File: config.mk
export PLATFORM = sky130hd
export DESIGN_NAME = uart_io_decode
export DESIGN_NICKNAME = d
export VERILOG_FILES = /design/src/common/uart_io_pkg.sv /design/src/logic/uart_io_decode.sv
export SDC_FILE = /design/constraint.sdc
export NUM_CORES = 1
export LEC_CHECK = 0
export BUFFER_PORTS_ARGS = -buffer_cell sky130_fd_sc_hd__buf_4
export CAP_MARGIN = 25
export CORE_AREA = 2 2 321 323
export DETAILED_ROUTE_END_ITERATION = 12
export DIE_AREA = 0 0 323 325
export SLEW_MARGIN = 20
export SYNTH_ARGS = -nofsm -noshare
export SYNTH_HDL_FRONTEND = slang
export SYNTH_SLANG_ARGS = --single-unit
export TNS_END_PERCENT = 1
File: constraint.sdc
create_clock -name sys_clk -period 29.1 [get_ports sys_clk]
set_input_delay 5.82 -clock sys_clk [delete_from_list [all_inputs] [get_ports sys_clk]]
set_output_delay 5.82 -clock sys_clk [all_outputs]
set_load 0.05 [all_outputs]
File: src/common/uart_io_pkg.sv
package uart_io_pkg;

    localparam int           CHANNELS       = 8;
    localparam int           WINDOW_BYTES   = 8;
    localparam int           OFFSET_W       = 3;

    // byte offsets inside one channel window
    localparam logic [2:0]   OFS_HOLDING    = 3'h0;
    localparam logic [2:0]   OFS_INT_ENABLE = 3'h1;
    localparam logic [2:0]   OFS_INT_FIFO   = 3'h2;
    localparam logic [2:0]   OFS_LINE_CTRL  = 3'h3;
    localparam logic [2:0]   OFS_MODEM_CTRL = 3'h4;
    localparam logic [2:0]   OFS_LINE_STAT  = 3'h5;
    localparam logic [2:0]   OFS_MODEM_STAT = 3'h6;
    localparam logic [2:0]   OFS_SPECIAL    = 3'h7;

    localparam int           DIV_ACCESS_BIT = 7;

    localparam logic [7:0]   RST_REG        = 8'h00;
    localparam logic [7:0]   RST_INT_STATUS = 8'hC1;
    localparam logic [7:0]   RDATA_UNMAPPED = 8'h00;

endpackage : uart_io_pkg

File: src/logic/uart_io_decode.sv
`timescale 1ns/1ps

// Summary of operation
// - each channel owns an eight byte window
// - channel n window at base plus n times eight
// - address minus base decodes channel and register
// - offset 0 reads receive, writes transmit holding
// - offset 1 is interrupt enable register
// - offset 2 reads status, writes fifo control
// - offset 3 line control, bit 7 divisor access
// - offset 4 is modem control register
// - offset 5 line status, writes ignored
// - offset 6 modem status, writes ignored
// - offset 7 is special function register
// - divisor access swaps offsets 0 to 2
// - interrupt status resets to C1h, then follows the core
module uart_io_decode #(
    parameter int ADDR_W   = 32,
    parameter int CHANNELS = uart_io_pkg::CHANNELS
) (
    input  wire logic                  sys_clk,
    input  wire logic                  rst,
    input  wire logic [ADDR_W-1:0]     bar0_base,
    input  wire logic                  io_req,
    input  wire logic                  io_write,
    input  wire logic [ADDR_W-1:0]     io_addr,
    input  wire logic [7:0]            io_wdata,
    output logic                       io_ack,
    output logic                       io_hit,
    output logic [7:0]                 io_rdata,
    input  wire logic [CHANNELS*8-1:0] receive_holding,
    input  wire logic [CHANNELS*8-1:0] interrupt_status_in,
    input  wire logic [CHANNELS*8-1:0] line_status_in,
    input  wire logic [CHANNELS*8-1:0] modem_status_in,
    output logic [CHANNELS-1:0]        rx_read,
    output logic [CHANNELS-1:0]        tx_load,
    output logic [CHANNELS-1:0]        fifo_control_load,
    output logic [7:0]                 write_data,
    output logic [CHANNELS*8-1:0]      interrupt_enable,
    output logic [CHANNELS*8-1:0]      line_control,
    output logic [CHANNELS*8-1:0]      modem_control,
    output logic [CHANNELS*8-1:0]      special_function,
    output logic [CHANNELS*8-1:0]      divisor_low,
    output logic [CHANNELS*8-1:0]      divisor_high,
    output logic [CHANNELS*8-1:0]      sample_clock_select
);

    localparam int CH_W = (CHANNELS > 1) ? $clog2(CHANNELS) : 1;
    localparam int SPAN = CHANNELS * uart_io_pkg::WINDOW_BYTES;

    // stored per-channel registers
    logic [7:0] int_enable      [CHANNELS];
    logic [7:0] line_ctrl       [CHANNELS];
    logic [7:0] modem_ctrl      [CHANNELS];
    logic [7:0] special         [CHANNELS];
    logic [7:0] div_low         [CHANNELS];
    logic [7:0] div_high        [CHANNELS];
    logic [7:0] sample_clk      [CHANNELS];

    // status views copied from the channel cores
    logic [7:0] int_stat        [CHANNELS];
    logic [7:0] line_stat       [CHANNELS];
    logic [7:0] modem_stat      [CHANNELS];

    logic [7:0] next_int_enable [CHANNELS];
    logic [7:0] next_line_ctrl  [CHANNELS];
    logic [7:0] next_modem_ctrl [CHANNELS];
    logic [7:0] next_special    [CHANNELS];
    logic [7:0] next_div_low    [CHANNELS];
    logic [7:0] next_div_high   [CHANNELS];
    logic [7:0] next_sample_clk [CHANNELS];
    logic [7:0] next_int_stat   [CHANNELS];
    logic [7:0] next_line_stat  [CHANNELS];
    logic [7:0] next_modem_stat [CHANNELS];

    // one-hot write strobes, one bit per channel
    logic [CHANNELS-1:0] wr_int_enable;
    logic [CHANNELS-1:0] wr_line_ctrl;
    logic [CHANNELS-1:0] wr_modem_ctrl;
    logic [CHANNELS-1:0] wr_special;
    logic [CHANNELS-1:0] wr_div_low;
    logic [CHANNELS-1:0] wr_div_high;
    logic [CHANNELS-1:0] wr_sample_clk;

    logic                next_ack;
    logic                next_hit;
    logic [7:0]          next_rdata;
    logic [CHANNELS-1:0] next_rx_read;
    logic [CHANNELS-1:0] next_tx_load;
    logic [CHANNELS-1:0] next_fcr_load;
    logic [7:0]          next_write_data;

    logic [ADDR_W-1:0]   rel_addr;
    logic                in_range;
    logic [CH_W-1:0]     chan;
    logic [2:0]          ofs;
    logic                div_access;

    // wraparound below the base makes rel_addr huge, so one compare covers
    // both ends of the window range
    assign rel_addr = io_addr - bar0_base;
    assign in_range = rel_addr < ADDR_W'(SPAN);
    assign chan     = rel_addr[uart_io_pkg::OFFSET_W +: CH_W];
    assign ofs      = rel_addr[uart_io_pkg::OFFSET_W-1:0];
    assign div_access = line_ctrl[chan][uart_io_pkg::DIV_ACCESS_BIT];

    // bus side: decode, answer and strobes
    always_comb begin
        next_ack        = io_req;
        next_hit        = 1'b0;
        next_rdata      = uart_io_pkg::RDATA_UNMAPPED;
        next_rx_read    = '0;
        next_tx_load    = '0;
        next_fcr_load   = '0;
        next_write_data = write_data;
        wr_int_enable   = '0;
        wr_line_ctrl    = '0;
        wr_modem_ctrl   = '0;
        wr_special      = '0;
        wr_div_low      = '0;
        wr_div_high     = '0;
        wr_sample_clk   = '0;
        if (io_req && in_range) begin
            next_hit = 1'b1;
            if (io_write) begin
                next_write_data = io_wdata;
                case (ofs)
                    uart_io_pkg::OFS_HOLDING: begin
                        if (div_access) begin
                            wr_div_low[chan] = 1'b1;
                        end else begin
                            next_tx_load[chan] = 1'b1;
                        end
                    end
                    uart_io_pkg::OFS_INT_ENABLE: begin
                        if (div_access) begin
                            wr_div_high[chan] = 1'b1;
                        end else begin
                            wr_int_enable[chan] = 1'b1;
                        end
                    end
                    uart_io_pkg::OFS_INT_FIFO: begin
                        if (div_access) begin
                            wr_sample_clk[chan] = 1'b1;
                        end else begin
                            next_fcr_load[chan] = 1'b1;
                        end
                    end
                    uart_io_pkg::OFS_LINE_CTRL: begin
                        wr_line_ctrl[chan] = 1'b1;
                    end
                    uart_io_pkg::OFS_MODEM_CTRL: begin
                        wr_modem_ctrl[chan] = 1'b1;
                    end
                    uart_io_pkg::OFS_SPECIAL: begin
                        wr_special[chan] = 1'b1;
                    end
                    // status offsets accept the write and drop it
                    default: begin
                        next_hit = 1'b1;
                    end
                endcase
            end else begin
                case (ofs)
                    uart_io_pkg::OFS_HOLDING: begin
                        if (div_access) begin
                            next_rdata = div_low[chan];
                        end else begin
                            next_rdata = receive_holding[chan*8 +: 8];
                            next_rx_read[chan] = 1'b1;
                        end
                    end
                    uart_io_pkg::OFS_INT_ENABLE: begin
                        next_rdata = div_access ? div_high[chan]
                                                : int_enable[chan];
                    end
                    uart_io_pkg::OFS_INT_FIFO: begin
                        next_rdata = div_access ? sample_clk[chan]
                                                : int_stat[chan];
                    end
                    uart_io_pkg::OFS_LINE_CTRL: begin
                        next_rdata = line_ctrl[chan];
                    end
                    uart_io_pkg::OFS_MODEM_CTRL: begin
                        next_rdata = modem_ctrl[chan];
                    end
                    uart_io_pkg::OFS_LINE_STAT: begin
                        next_rdata = line_stat[chan];
                    end
                    uart_io_pkg::OFS_MODEM_STAT: begin
                        next_rdata = modem_stat[chan];
                    end
                    uart_io_pkg::OFS_SPECIAL: begin
                        next_rdata = special[chan];
                    end
                    default: begin
                        next_rdata = uart_io_pkg::RDATA_UNMAPPED;
                    end
                endcase
            end
        end
    end

    always_ff @(posedge sys_clk or posedge rst) begin
        if (rst) begin
            io_ack            <= 1'b0;
            io_hit            <= 1'b0;
            io_rdata          <= uart_io_pkg::RDATA_UNMAPPED;
            rx_read           <= '0;
            tx_load           <= '0;
            fifo_control_load <= '0;
            write_data        <= uart_io_pkg::RST_REG;
        end else begin
            io_ack            <= next_ack;
            io_hit            <= next_hit;
            io_rdata          <= next_rdata;
            rx_read           <= next_rx_read;
            tx_load           <= next_tx_load;
            fifo_control_load <= next_fcr_load;
            write_data        <= next_write_data;
        end
    end

    // channel side: one copy of the register file per channel
    for (genvar g = 0; g < CHANNELS; g++) begin : g_chan
        always_comb begin
            next_int_enable[g] = wr_int_enable[g] ? io_wdata
                                                  : int_enable[g];
            next_line_ctrl[g]  = wr_line_ctrl[g] ? io_wdata
                                                 : line_ctrl[g];
            next_modem_ctrl[g] = wr_modem_ctrl[g] ? io_wdata
                                                  : modem_ctrl[g];
            next_special[g]    = wr_special[g] ? io_wdata
                                               : special[g];
            next_div_low[g]    = wr_div_low[g] ? io_wdata
                                               : div_low[g];
            next_div_high[g]   = wr_div_high[g] ? io_wdata
                                                : div_high[g];
            next_sample_clk[g] = wr_sample_clk[g] ? io_wdata
                                                  : sample_clk[g];
            // status views follow the channel core every cycle, so a read
            // returns the value one cycle old
            next_int_stat[g]   = interrupt_status_in[g*8 +: 8];
            next_line_stat[g]  = line_status_in[g*8 +: 8];
            next_modem_stat[g] = modem_status_in[g*8 +: 8];
        end

        always_ff @(posedge sys_clk or posedge rst) begin
            if (rst) begin
                int_enable[g] <= uart_io_pkg::RST_REG;
                line_ctrl[g]  <= uart_io_pkg::RST_REG;
                modem_ctrl[g] <= uart_io_pkg::RST_REG;
                special[g]    <= uart_io_pkg::RST_REG;
                div_low[g]    <= uart_io_pkg::RST_REG;
                div_high[g]   <= uart_io_pkg::RST_REG;
                sample_clk[g] <= uart_io_pkg::RST_REG;
                int_stat[g]   <= uart_io_pkg::RST_INT_STATUS;
                line_stat[g]  <= uart_io_pkg::RST_REG;
                modem_stat[g] <= uart_io_pkg::RST_REG;
            end else begin
                int_enable[g] <= next_int_enable[g];
                line_ctrl[g]  <= next_line_ctrl[g];
                modem_ctrl[g] <= next_modem_ctrl[g];
                special[g]    <= next_special[g];
                div_low[g]    <= next_div_low[g];
                div_high[g]   <= next_div_high[g];
                sample_clk[g] <= next_sample_clk[g];
                int_stat[g]   <= next_int_stat[g];
                line_stat[g]  <= next_line_stat[g];
                modem_stat[g] <= next_modem_stat[g];
            end
        end

        // flatten the per-channel flops onto the output buses
        assign interrupt_enable[g*8 +: 8]    = int_enable[g];
        assign line_control[g*8 +: 8]        = line_ctrl[g];
        assign modem_control[g*8 +: 8]       = modem_ctrl[g];
        assign special_function[g*8 +: 8]    = special[g];
        assign divisor_low[g*8 +: 8]         = div_low[g];
        assign divisor_high[g*8 +: 8]        = div_high[g];
        assign sample_clock_select[g*8 +: 8] = sample_clk[g];
    end

endmodule : uart_io_decode

== Word level (Yosys, flattened, before mapping) ==
Index checks and enable logic that the tools add are counted.
Storage, ports and cells
  logic and storage cells: 175
  register bits after elaboration: 682
  input bits: 332
Cells by class
  reductions and logical operators: 4
  multiplexer cells: 70
  bitwise gates (word level): 1
  eq/ne operators: 7
  magnitude comparators: 4
  add/subtract/negate cells: 1
  shift operators: 1
Operator list (count)
  8-bit 2-to-1 mux: 56
  8-bit binary-select mux with 3-bit select: 10
  8-bit case mux with 8 select lines: 1
  64-bit by 7-bit variable part select with 8-bit output: 1
  32-bit by 7-bit < comparator with 1-bit output (second input constant): 1
  32-bit subtractor: 1
  3-bit equality test (second input constant): 4
  3-bit by 2-bit equality test with 1-bit output (second input constant): 2
  4-bit >= comparator (second input constant): 1
  3-bit by 4-bit < comparator with 1-bit output (second input constant): 1
  3-bit NOT with 4-bit output: 1
  1-bit demux with 3-bit select: 1
  3-bit by 1-bit equality test with 1-bit output (second input constant): 1
  3-bit by 1-bit >= comparator with 1-bit output (second input constant): 1
  3-bit zero test: 1
  1-bit logical AND: 2
  1-bit 2-to-1 mux: 2
  2-bit AND reduction: 1

== Logic depth before layout (Yosys ltp) ==
Gate-level depths: netlist of run 1.
  depth after elaboration: 9
  gate-level depth with buffers: 17
  gate-level depth less buffers: 14

== Worst setup path after synthesis of run 1 ==
No wires, ideal clock.
  path kind: input port to flip-flop
  start point: in io_addr[0]
  end point: reg special, in the netlist special_function[24]
  required time: 28.975 ns
  slack: 18.874 ns
  buffers on the path: 3
  cell stages on the path: 17
  arrival: 10.102 ns
  cells stage by stage: inv_1 > ha_1 > inv_1 > fa_1 > a21o_1 > a221o_1 > a41oi_2 > nand2_1 > mux2_4 > a311o_1 > or4_1 > or4_1 > buf_2 > buf_6 > buf_6 > nor3_4 > mux2_2
Between the ends
  cells in the longest elaborated chain, start to end: 8
  elaborated cells on any way between the ends: 12
RTL lines
  from (decl): RTL line uart_io_decode.sv:26  | input wire logic [ADDR_W-1:0] io_addr,
  32-bit subtractor *: RTL line uart_io_decode.sv:101  | assign rel_addr = io_addr - bar0_base;
  3-bit by 4-bit < comparator with 1-bit output (not written as such) or 3-bit by 1-bit >= comparator with 1-bit output (tied branches): RTL line uart_io_decode.sv:156  | wr_special[chan] = 1'b1;
  1-bit logical AND (not written as such): RTL line uart_io_decode.sv:156
  1-bit 2-to-1 mux (not written as such): RTL line uart_io_decode.sv:156
  1-bit demux with 3-bit select: RTL line uart_io_decode.sv:156
  8-bit 2-to-1 mux: RTL line uart_io_decode.sv:127  | case (ofs)
  8-bit 2-to-1 mux: RTL line uart_io_decode.sv:125  | if (io_write) begin
  8-bit 2-to-1 mux *: RTL line uart_io_decode.sv:123  | if (io_req && in_range) begin
  to (signal, indexed assignment): RTL line uart_io_decode.sv:253  | special[g] <= uart_io_pkg::RST_REG;
  to (signal, indexed assignment): RTL line uart_io_decode.sv:264  | special[g] <= next_special[g];
  to (decl): RTL line uart_io_decode.sv:55  | logic [7:0] special [CHANNELS];
Mark *: on every way between the ends. The rest lies on a longest branch, timed or not.
A chain may end at the register's enable or synchronous reset.

== Worst setup path after layout of run 1 ==
  start point: in io_addr[5]
  end point: reg io_rdata[4]
Between the ends
  cells in the longest elaborated chain, start to end: 9
  elaborated cells on any way between the ends: 41
RTL lines
  32-bit subtractor *: RTL line uart_io_decode.sv:101
  parallel branches: the longest is 7 deep, another holds 64-bit by 7-bit variable part select with 8-bit output
  8-bit 2-to-1 mux *: RTL line uart_io_decode.sv:123
  via next_rdata[4]: RTL line uart_io_decode.sv:87  | logic [7:0] next_rdata;
  to (signal assigned): RTL line uart_io_decode.sv:208  | io_rdata <= uart_io_pkg::RDATA_UNMAPPED;
  to (signal assigned): RTL line uart_io_decode.sv:216  | io_rdata <= next_rdata;
  to (decl): RTL line uart_io_decode.sv:30  | output logic [7:0] io_rdata,
Mark *: on every way through the listed nets, which the timed path passes. The select of a mux whose other input is x is not followed.

==> impl_metrics.json, run 1 <==
{
  "run_status": "complete, no violations",
  "pre_cts_ws_ps": 17580,
  "fin_ws_ps": 18160,
  "crit_family": "simple AND/OR/NAND/NOR gates",
  "fmax_mhz": 91.40,
  "setup_tns_ps": 0,
  "die_w_um": 323,
  "routed.top_layer": "met5",
  "leakage_uw": 0.02072,
  "powerDensity_mw_per_mm2": 59.64,
  "multiInputGateArea_mm2": 0.01340,
  "ys_seq_area_share_pct": 54.59,
  "die_area_mm2": 0.1050,
  "wl_met2_mm": 79.09,
  "min_period_over_period_pct": 37.60,
  "path_buf_inv": 1,
  "peakVddDrop_uv": 55.73,
  "synth_edf_count": 0,
  "cts_made_buffers": 81,
  "grt_setup_unrepaired": "false",
  "wl_met1_mm": 69.91,
  "synthesis.nets": 2998,
  "cts_tree": "built",
  "antenna_found_initial": 11,
  "relSlewSlack_pct": 26.28,
  "place_congestion": 0.9435,
  "postCtsSetupRepairBufs": 0,
  "syn_area_per_cell_um2": 11.89,
  "die_h_um": 325,
  "clk_pin_slew_ps": 60,
  "cpPeakStageDelay_ps": 1060,
  "vias_per_cell": 5.683,
  "clkLatencyLatePin_ps": 680,
  "grt_max_degree": 141,
  "fillers": 9858,
  "startpoint_type": "primary input",
  "crit_fanout": 37,
  "worst_slew_pin_slew_ps": 1096,
  "row_count": 117,
  "gr-total-overflow": 0,
  "cts_root_buf": "clkbuf_16",
  "cts.sinks": 682,
  "synth.distinct_cells": 82,
  "synthFlopType": "dfrtp_1",
  "hold_ws_ps": 508.7,
  "first_iter_violations": 2916,
  "max_cap_viol_count": 0,
  "cp.arrival_ps": 11510,
  "hold_buffers": 0,
  "syn_to_final_growth_pct": 33.52,
  "num_vias": 27450,
  "drtPass1Iterations": 6,
  "slew_viol_final": 0,
  "io_buffers": 821,
  "synthArstFlopShare_pct": 100.0,
  "clk_path_buf_depth": 3,
  "final_cell_area_mm2": 0.04181,
  "path_class": "primary input to flop",
  "initial_core_util_pct": 30.91,
  "grt_pass1_wl_mm": 233.8,
  "synth_seq_cells": 682,
  "hold_violations": 0,
  "hold_class": "flop to flop",
  "cts_resized": 0,
  "grt_usage_pct": 32.34,
  "wl_mm": 173.6,
  "grt_pass1_vias": 27040,
  "ys_warn_count": 0,
  "cp_cell_sequence": "buf_4, ha_1, xor2_1, nand3_1, or3_4, o221ai_1, nor2_1, and2_1, a222oi_1, o211ai_1, o221a_2",
  "avgRoutedWirePerCell_um": 35.95,
  "setup_viol": 0,
  "syn_inst": 2634,
  "met3_length_mm": 16.12,
  "register_area_mm2": 0.01710,
  "end_kind": "flop",
  "worstPathRequired_ps": 29660,
  "dp_hpwl_mm": 126.8,
  "cpMaxStageDelayCell": "or3_4",
  "min_period_ps": 10940,
  "finalPower_uw": 2494,
  "syn-cell-area_mm2": 0.03132,
  "antenna_left": 0,
  "htreeDepth": 3,
  "remaining_drc_errors": 0,
  "nets": 3761,
  "drive_above_1_share_pct": 43.51,
  "coreArea_mm2": 0.1013,
  "fin_skew_ps": 25.25,
  "io_pins": 822,
  "placed_area_mm2": 0.03900
}
[placed cells by master, fill, tap and decap left out, drive strengths merged, types with 8 or more instances in the layout]
| cell type | netlist | layout |
|---|---|---|
| dfstp | 24 | 24 |
| mux2 | 471 | 471 |
| nand4 | 19 | 19 |
| nor4 | 29 | 29 |
| clkbuf | 159 | 120 |
| ha | 31 | 31 |
| o21ai | 100 | 100 |
| o211ai | 25 | 25 |
| nor3 | 77 | 77 |
| o22ai | 118 | 118 |
| a21o | 15 | 15 |
| dfrtp | 658 | 658 |
| o2111ai | 10 | 10 |
| nand2 | 202 | 202 |
| o31ai | 8 | 8 |
| nor2 | 146 | 146 |
| o221a | 9 | 9 |
| or3 | 36 | 36 |
| o22a | 13 | 13 |
| buf | 43 | 882 |
| a2111oi | 13 | 13 |
| inv | 44 | 51 |
| or4 | 14 | 14 |
| mux2i | 13 | 13 |
| clkinv | 0 | 12 |
| a21oi | 56 | 56 |
| o21a | 18 | 18 |
| a211oi | 21 | 21 |
| nand3 | 57 | 57 |
| a31oi | 44 | 44 |
| o221ai | 39 | 39 |
[layer usage]
metal | vias up | track usage [%]
met3 | 328 | 9.096
met5 | - | 0
met1 | 14350 | 41.85
li1 | 11340 | -
met4 | 4 | 13.71
met2 | 1432 | 50.52
[stage by stage]
| step | std cells | utilization, % |
|---|---|---|
| finish | 4830 | 41.28 |
| global route | 4829 | 41.27 |
| CTS | 4827 | 41.21 |
| detailed placement | 4680 | 38.50 |
| global placement | 4678 | 38.48 |
| floorplan | 2634 | - |
[worst register-to-register path, cell delays in order (launching register included)]
cell	delay, ps
dfrtp_1	520
mux2i_1	210
o22ai_1	130
or4_2	650
buf_4	340
a2111o_1	460
a21oi_1	330
a21oi_1	180
a2111oi_0	480
[logic make-up (layout without fill, tap and decap cells)]
group                      count (synthesis)  after routing  synth area share [%]
other                                      0              1                     0
buffers and inverters                    246           1073                 3.196
xor gates and xnor gates                  14             14                0.3916
AOI/OAI and AO/OA                        558            558                 12.29
adders and majority gates                 32             32                 1.302
DFF                                      682            682                 54.59
and+or+nand+nor                          615            615                 10.56
muxes                                    487            487                 17.66
[flip-flops by register name, summed over array words and instances (netlist names), 64 cells and up]
register / count
int_stat: 64
divisor_low: 64
divisor_high: 64
line_stat: 64
modem_stat: 64
sample_clock_select: 64
interrupt_enable: 64
modem_control: 64
line_control: 64
special_function: 64
[path summary, 6_finish.rpt]
path / start / to / slack, ps / cells after the start
worst max-delay path: io_addr[5] / io_rdata[4]$_DFF_PP0_ / 18160 / 11
worst min-delay path: write_data[1]$_DFFE_PP0P_ / write_data[1]$_DFFE_PP0P_ / 510 / 1
worst max register to register: line_control[7]$_DFFE_PP0P_ / io_rdata[2]$_DFF_PP0_ / 25670 / 8
worst min register to register: write_data[1]$_DFFE_PP0P_ / write_data[1]$_DFFE_PP0P_ / 510 / 1
max in group asynchronous: rst / special_function[60]$_DFFE_PP0P_ / 21560 / 5
min in group asynchronous: rst / modem_stat[44]$_DFF_PP0_ / 5310 / 2
[cells in the mapped netlist (all sizes together) (5+ instances only)]
master     n  area (µm²)
o22a      13       113.9
o221ai    39       341.6
o31ai      8       60.06
o211ai    25       187.7
a21o      15       120.1
a211oi    21       157.7
a31oi     44       275.3
dfrtp    658       16470
nor4      29       301.5
nand4     19       118.9
or4       14       105.1
and2       6       37.54
a221oi     5       43.79
o221a      9       101.4
a2111oi   13       113.9
a211o      5       43.79
or3       36       225.2
nand2    202       758.2
o22ai    118       738.2
clkbuf   159       598.1
nand2b     6       37.54
o21ai    100       500.5
and3       5       31.28
xor2       7       61.31
o21a      18       135.1
a21oi     56       284.0
mux2i     13       130.1
mux2     471        5334
ha        31       387.9
xnor2      7       61.31
nor3      77       723.2
o2111ai   10       87.58
inv       44       165.2
a32oi      5       43.79
buf       43       237.7
dfstp     24       630.6
nor2     146       548.0
or2        6       37.54
nand3     57       285.3
[power breakdown]
| group | switching, µW | total, µW | leakage [µW] | internal, µW |
|---|---|---|---|---|
| Combinational | 338 | 463 | 0.0103 | 125 |
| Clock | 444 | 1060 | 0.00134 | 619 |
| Sequential | 4.06 | 967 | 0.00906 | 963 |
[final cells by class]
class / instances / area share, %
clock buffers: 120 / 5.629
diodes: 1 / 0.005985
flip-flops and latches: 682 / 40.89
multi-input cells: 1706 / 32.05
repair buffers: 882 / 15.98
well taps: 1368 / 4.093
clock inverters: 27 / 0.9396
inverters: 44 / 0.4129
(Power assumes the default switching activity.)
==> run 2: changes to the inputs <==
--- a/config.mk
+++ b/config.mk
@@ -7,9 +7,9 @@
 export LEC_CHECK = 0
 export BUFFER_PORTS_ARGS = -buffer_cell sky130_fd_sc_hd__buf_4
 export CAP_MARGIN = 25
-export CORE_AREA = 2 2 321 323
+export CORE_AREA = 2 2 318 320
 export DETAILED_ROUTE_END_ITERATION = 12
-export DIE_AREA = 0 0 323 325
+export DIE_AREA = 0 0 320 322
 export SLEW_MARGIN = 20
 export SYNTH_ARGS = -nofsm -noshare
 export SYNTH_HDL_FRONTEND = slang
==> constraint.sdc (replaced) <==
create_clock -name sys_clk -period 8.75 [get_ports sys_clk]
set_input_delay 1.75 -clock sys_clk [delete_from_list [all_inputs] [get_ports sys_clk]]
set_output_delay 1.75 -clock sys_clk [all_outputs]
set_load 0.05 [all_outputs]
==> run 2 against run 1 <==
  * Sequential share of layout area about the same
  * Clock skew increased by 13 ps
  * First-iteration DRC count up 4.4%
  * Register-to-register slack got worse by 20000 ps
  * Global-route usage rose by 0.76 points
  * Clock-buffer cell count is 7 lower
  * Combinational power increased to 3.4 times the previous value
  * Clock power grew to 3.3 times the previous value
  * Routed wire length is 0.88% higher
  * Cell count fell by 1.1%
==> impl_metrics.json, run 2 (synthesized netlist as in run 1, its figures left out) <==
{
  "min_period_over_period_pct": 76.36,
  "clk_path_buf_depth": 3,
  "max_cap_viol_count": 0,
  "htreeDepth": 3,
  "vias_per_cell": 5.855,
  "finalPower_uw": 8285,
  "path_buf_inv": 3,
  "seqPwrFrac_pct": 38.8,
  "antenna_found_initial": 16,
  "cp_common_cell": "buf_4",
  "grt_pass1_wl_mm": 236.0,
  "cts_tree": "built",
  "fmax_mhz": 149.7,
  "crit_end": "special_function[51]$_DFFE_PP0P_",
  "setup_viol": 0,
  "run_status": "complete, no violations",
  "cp_cell_sequence": "buf_4, inv_1, ha_1, and2_1, o211ai_1, a21boi_0, o31ai_1, o21a_1, o32a_1, or4_1, or4_4, buf_4, nor3_4, mux2_2",
  "combPwrFrac_pct": 18.8,
  "die_area_mm2": 0.1030,
  "wl_mm": 175.2,
  "slew_viol_final": 0,
  "startpoint": "bar0_base[3]",
  "gr-total-overflow": 0,
  "hold_violations": 0,
  "die_h_um": 322,
  "wl_met2_mm": 77.88,
  "min_period_ps": 6681,
  "clk_pin_slew_ps": 60,
  "first_iter_violations": 3045,
  "cpMaxStageDelayCell": "or4_4",
  "final_cell_mix": "890 x buf_4, 658 x dfrtp_1, 374 x mux2_2, 199 x nand2_1, 140 x nor2_1",
  "crit_fanout": 42,
  "reg2reg_from": "line_control[7]$_DFFE_PP0P_",
  "num_vias": 27980,
  "setup_tns_ps": 0,
  "startpoint_type": "primary input",
  "cpPeakStageDelay_ps": 880,
  "powerDensity_mw_per_mm2": 198.0,
  "grt_max_degree": 163,
  "drtPass1Iterations": 5,
  "fin_skew_ps": 38.23,
  "rr_endpoint": "io_rdata[3]$_DFF_PP0_",
  "final_cell_area_mm2": 0.04183,
  "path_class": "primary input to flop",
  "postCtsSetupRepairBufs": 0,
  "cts_resized": 0,
  "leakage_uw": 0.02078,
  "row_count": 116,
  "internal_power_uw": 5649,
  "dp_hpwl_mm": 129.5,
  "place_congestion": 0.9400,
  "die_w_um": 320,
  "antenna_left": 0,
  "io_pins": 822,
  "netSwitchingFraction_pct": 31.81,
  "grt_pass1_vias": 27220,
  "clkLatencyLatePin_ps": 670,
  "worstPathRequired_ps": 9300,
  "reg2reg_depth": 7,
  "routed.top_layer": "met5",
  "placed_area_mm2": 0.03906,
  "end_kind": "flop",
  "hold_buffers": 0,
  "met3_length_mm": 19.67,
  "dp.cells": 4626,
  "cts_made_buffers": 79,
  "hold_class": "flop to flop",
  "grt_setup_unrepaired": "false",
  "syn_to_final_growth_pct": 33.59,
  "cts_root_buf": "clkbuf_16",
  "cp.arrival_ps": 7240,
  "clockPowerShare_pct": 42.4,
  "peakVddDrop_uv": 146.7,
  "fin_util_pct": 42.02,
  "remaining_drc_errors": 0,
  "avgRoutedWirePerCell_um": 36.65,
  "switchingPower_uw": 2636,
  "wl_met1_mm": 68.51,
  "final_common_cell": "buf_4",
  "initial_core_util_pct": 31.45,
  "reg2reg_slack_ps": 5310,
  "io_buffers": 821,
  "cts.sinks": 682,
  "fin_cells": 4779,
  "drive_above_1_share_pct": 43.91,
  "nets": 3774,
  "relSlewSlack_pct": 29.27,
  "cp_num_cells": 14,
  "crit_family": "simple AND/OR/NAND/NOR gates",
  "grt_usage_pct": 33.10,
  "worst_slew_pin_slew_ps": 1050,
  "coreArea_mm2": 0.09957
}
==> run 2: cell count changes in the layout (fill, tap and decap cells not counted), moves of 3 or more <==
| cell | previous run | this run |
|---|---|---|
| buf_12 | 1 | 5 |
| buf_4 | 875 | 890 |
| clkbuf_1 | 21 | 14 |
| clkinv_2 | 9 | 12 |
| clkinvlp_4 | 2 | 6 |
| diode_2 | 1 | 6 |
| inv_6 | 5 | 2 |
==> run 2: power groups by stage <==
stage / logic, µW / registers, µW / clock network, µW
2_1_floorplan: 699 / 3280 / 0
3_3_place_gp: 1520 / 3270 / 0
4_1_cts: 1520 / 3220 / 3540
5_1_grt: 1600 / 3220 / 3680
3_5_place_dp: 1520 / 3270 / 0
6_report: 1560 / 3220 / 3510
==> run 2: cell type report <==
type | instances | area, µm²
Clock inverter | 33 | 424.2
Clock buffer | 113 | 2316
Antenna cell | 6 | 15.01
Tap cell | 1298 | 1624
Fill cell | 9629 | 57730
Timing Repair Buffer | 897 | 6800
Multi-Input combinational cell | 1706 | 13390
Inverter | 44 | 168.9
Sequential cell | 682 | 17100
==> run 2: metal layers <==
layer | GRT usage (%) | up-vias
met4 | 15.21 | 12
met3 | 11.75 | 391
li1 | - | 11350
met2 | 50.63 | 1730
met5 | 0 | -
met1 | 41.87 | 14500
==> run 2: worst min path at each step <==
stage                     slack, ps                        end                      start  depth (start not counted)
after global placement          490  write_data[2]$_DFFE_PP0P_  write_data[2]$_DFFE_PP0P_                          1
after floorplan                 600      io_rdata[5]$_DFF_PP0_   modem_stat[13]$_DFF_PP0_                          3
final                           510  write_data[6]$_DFFE_PP0P_  write_data[6]$_DFFE_PP0P_                          1
after CTS                       520  write_data[2]$_DFFE_PP0P_  write_data[2]$_DFFE_PP0P_                          1
after detailed placement        500  write_data[1]$_DFFE_PP0P_  write_data[1]$_DFFE_PP0P_                          1
after global routing            520  write_data[2]$_DFFE_PP0P_  write_data[2]$_DFFE_PP0P_                          1
==> run 2: worst reg2reg max path: stages, from the launching register on <==
cell and delay [ps]:
dfrtp_1 530, mux2i_1 190, o22ai_1 120, or4_2 1030
a2111oi_0 810, o21ai_0 400, nand3_1 160, o211a_1 140
==> run 2: metrics by stage <==
stage | hold slack (ps) | worst slack, ps
final | 512.2 | 2069
after CTS | 516.9 | 2233
after detailed placement | 497.7 | 1535
after floorplan | 599.3 | -2311
after global placement | 491.1 | 1646
after global routing | 518.4 | 1911
==> run 3: changes to the inputs <==
==> constraint.sdc (replaced) <==
create_clock -name sys_clk -period 5.4 [get_ports sys_clk]
set_input_delay 1.08 -clock sys_clk [delete_from_list [all_inputs] [get_ports sys_clk]]
set_output_delay 1.08 -clock sys_clk [all_outputs]
set_load 0.05 [all_outputs]
==> run 3 against run 2 <==
  * Register-to-register slack got worse by 3100 ps
  * Highest routed layer unchanged
  * Critical path type unchanged
  * Sequential cell count stayed put
  * Cell count is 5.5% higher
  * Non-clock buffer count is 268 higher
  * Die area stayed put
==> impl_metrics.json, run 3 (synthesized netlist as in run 1, its figures left out) <==
{
  "run_status": "complete, no violations",
  "grt_pass1_vias": 28340,
  "slew_viol_final": 0,
  "worst_slew_pin_slew_ps": 1093,
  "cts_made_buffers": 79,
  "wl_mm": 175.3,
  "peakVddDrop_uv": 244.6,
  "fin_cells": 5041,
  "die_h_um": 322,
  "clk_pin_slew_ps": 60,
  "cts_resized": 0,
  "final_cell_area_mm2": 0.04435,
  "cts.sinks": 682,
  "cts_root_buf": "clkbuf_16",
  "place_congestion": 0.9383,
  "worstPathRequired_ps": 5950,
  "rr_endpoint": "io_rdata[2]$_DFF_PP0_",
  "final_cell_mix": "1,119 x buf_4, 658 x dfrtp_1, 374 x mux2_2, 199 x nand2_1, 141 x nor2_1",
  "grt_max_degree": 125,
  "io_buffers": 821,
  "final_common_cell": "buf_4",
  "fin_ws_ps": 132.9,
  "min_period_ps": 5267,
  "dp_hpwl_mm": 133.6,
  "drive_above_1_share_pct": 47.71,
  "end_kind": "flop",
  "htreeDepth": 3,
  "postCtsSetupRepairBufs": 0,
  "syn_to_final_growth_pct": 41.63,
  "fillers": 9531,
  "hold_class": "primary input to flop",
  "avgRoutedWirePerCell_um": 34.78,
  "setup_viol": 0,
  "dp.cells": 4895,
  "hold_violations": 0,
  "gr-total-overflow": 0,
  "crit_fanout": 42,
  "startpoint_type": "primary input",
  "path_class": "primary input to flop",
  "row_count": 116,
  "register_area_mm2": 0.01710,
  "cp.arrival_ps": 5810,
  "reg2reg_from": "line_control[31]$_DFFE_PP0P_",
  "grt_pass1_wl_mm": 236.6,
  "relSlewSlack_pct": 26.90,
  "coreArea_mm2": 0.09957,
  "max_cap_viol_count": 0,
  "leakage_uw": 0.02225,
  "multiInputGateArea_mm2": 0.01338,
  "min_from": "line_status_in[48]",
  "io_pins": 822,
  "num_vias": 28860,
  "initial_core_util_pct": 31.45,
  "vias_per_cell": 5.725,
  "remaining_drc_errors": 0,
  "reg2reg_depth": 8,
  "drtPass1Iterations": 6,
  "worstHoldEndpoint": "line_stat[8]$_DFF_PP0_",
  "powerDensity_mw_per_mm2": 308.7,
  "grt_usage_pct": 33.10,
  "grt_setup_unrepaired": "false",
  "pre_cts_ws_ps": -491.1,
  "nets": 4042,
  "min_period_over_period_pct": 97.54,
  "die_area_mm2": 0.1030,
  "fmax_mhz": 189.9,
  "placed_area_mm2": 0.04159,
  "fin_skew_ps": 15.21,
  "clk_path_buf_depth": 3,
  "reg2reg_slack_ps": 2250,
  "first_iter_violations": 3038,
  "cts_tree": "built",
  "clkLatencyLatePin_ps": 670,
  "fin_util_pct": 44.55,
  "die_w_um": 320,
  "worstHoldPathCells": 1,
  "antenna_found_initial": 12,
  "hold_buffers": 0,
  "antenna_left": 0
}
==> run 3: critical path, cell delays in order <==
cell,delay [ps]
buf_4,110
inv_1,40
ha_1,160
inv_1,60
fa_1,380
a21o_1,190
a221o_1,410
a41oi_2,250
nand2_1,120
mux2_4,310
a311o_1,310
or4_1,460
or4_4,570
buf_12,230
or3_1,620
mux2_1,400
==> run 3: layout make-up <==
type	instances	area share, %
Antenna cell	2	0.01128
Clock buffer	110	5.013
Clock inverter	34	1.205
Inverter	44	0.3808
Multi-Input combinational cell	1706	30.17
Sequential cell	682	38.55
Tap cell	1298	3.662
Timing Repair Buffer	1165	21.02
==> run 3: layer usage <==
layer,global-route usage [%],wire [µm]
met5,0,68
met2,51.51,78990
met1,42.59,70090
met4,14.49,8959
met3,9.891,17210
==> run 3: how the worst max path moves through the flow <==
stage,start,endpoint,slack [ps],cells past startpoint
3_3_place_gp,io_addr[0],io_rdata[5]$_DFF_PP0_,-700,19
3_5_place_dp,io_addr[0],sample_clock_select[38]$_DFFE_PP0P_,-490,16
6_report,io_addr[0],sample_clock_select[38]$_DFFE_PP0P_,130,16
2_1_floorplan,rst,divisor_high[0]$_DFFE_PP0P_,-4990,1
4_1_cts,io_addr[0],sample_clock_select[38]$_DFFE_PP0P_,230,16
5_1_grt,io_addr[0],fifo_control_load[6]$_DFF_PP0_,10,17
==> run 3: through the flow <==
stage / hold slack [ps] / total power, µW / TNS [ps]
6_report: 508.4 / 13690 / 0
5_1_grt: 485.7 / 14070 / 0
4_1_cts: 472.3 / 13720 / 0
3_5_place_dp: 496.4 / 8021 / -185100
3_3_place_gp: 491.5 / 8025 / -170190
2_1_floorplan: 599.3 / 6441 / -3362370
==> run 3: where the power goes <==
part | internal, µW | switching (µW)
clock network | 3350 | 2350
registers | 5190 | 22.0
logic | 922 | 1860
total | 9460 | 4230
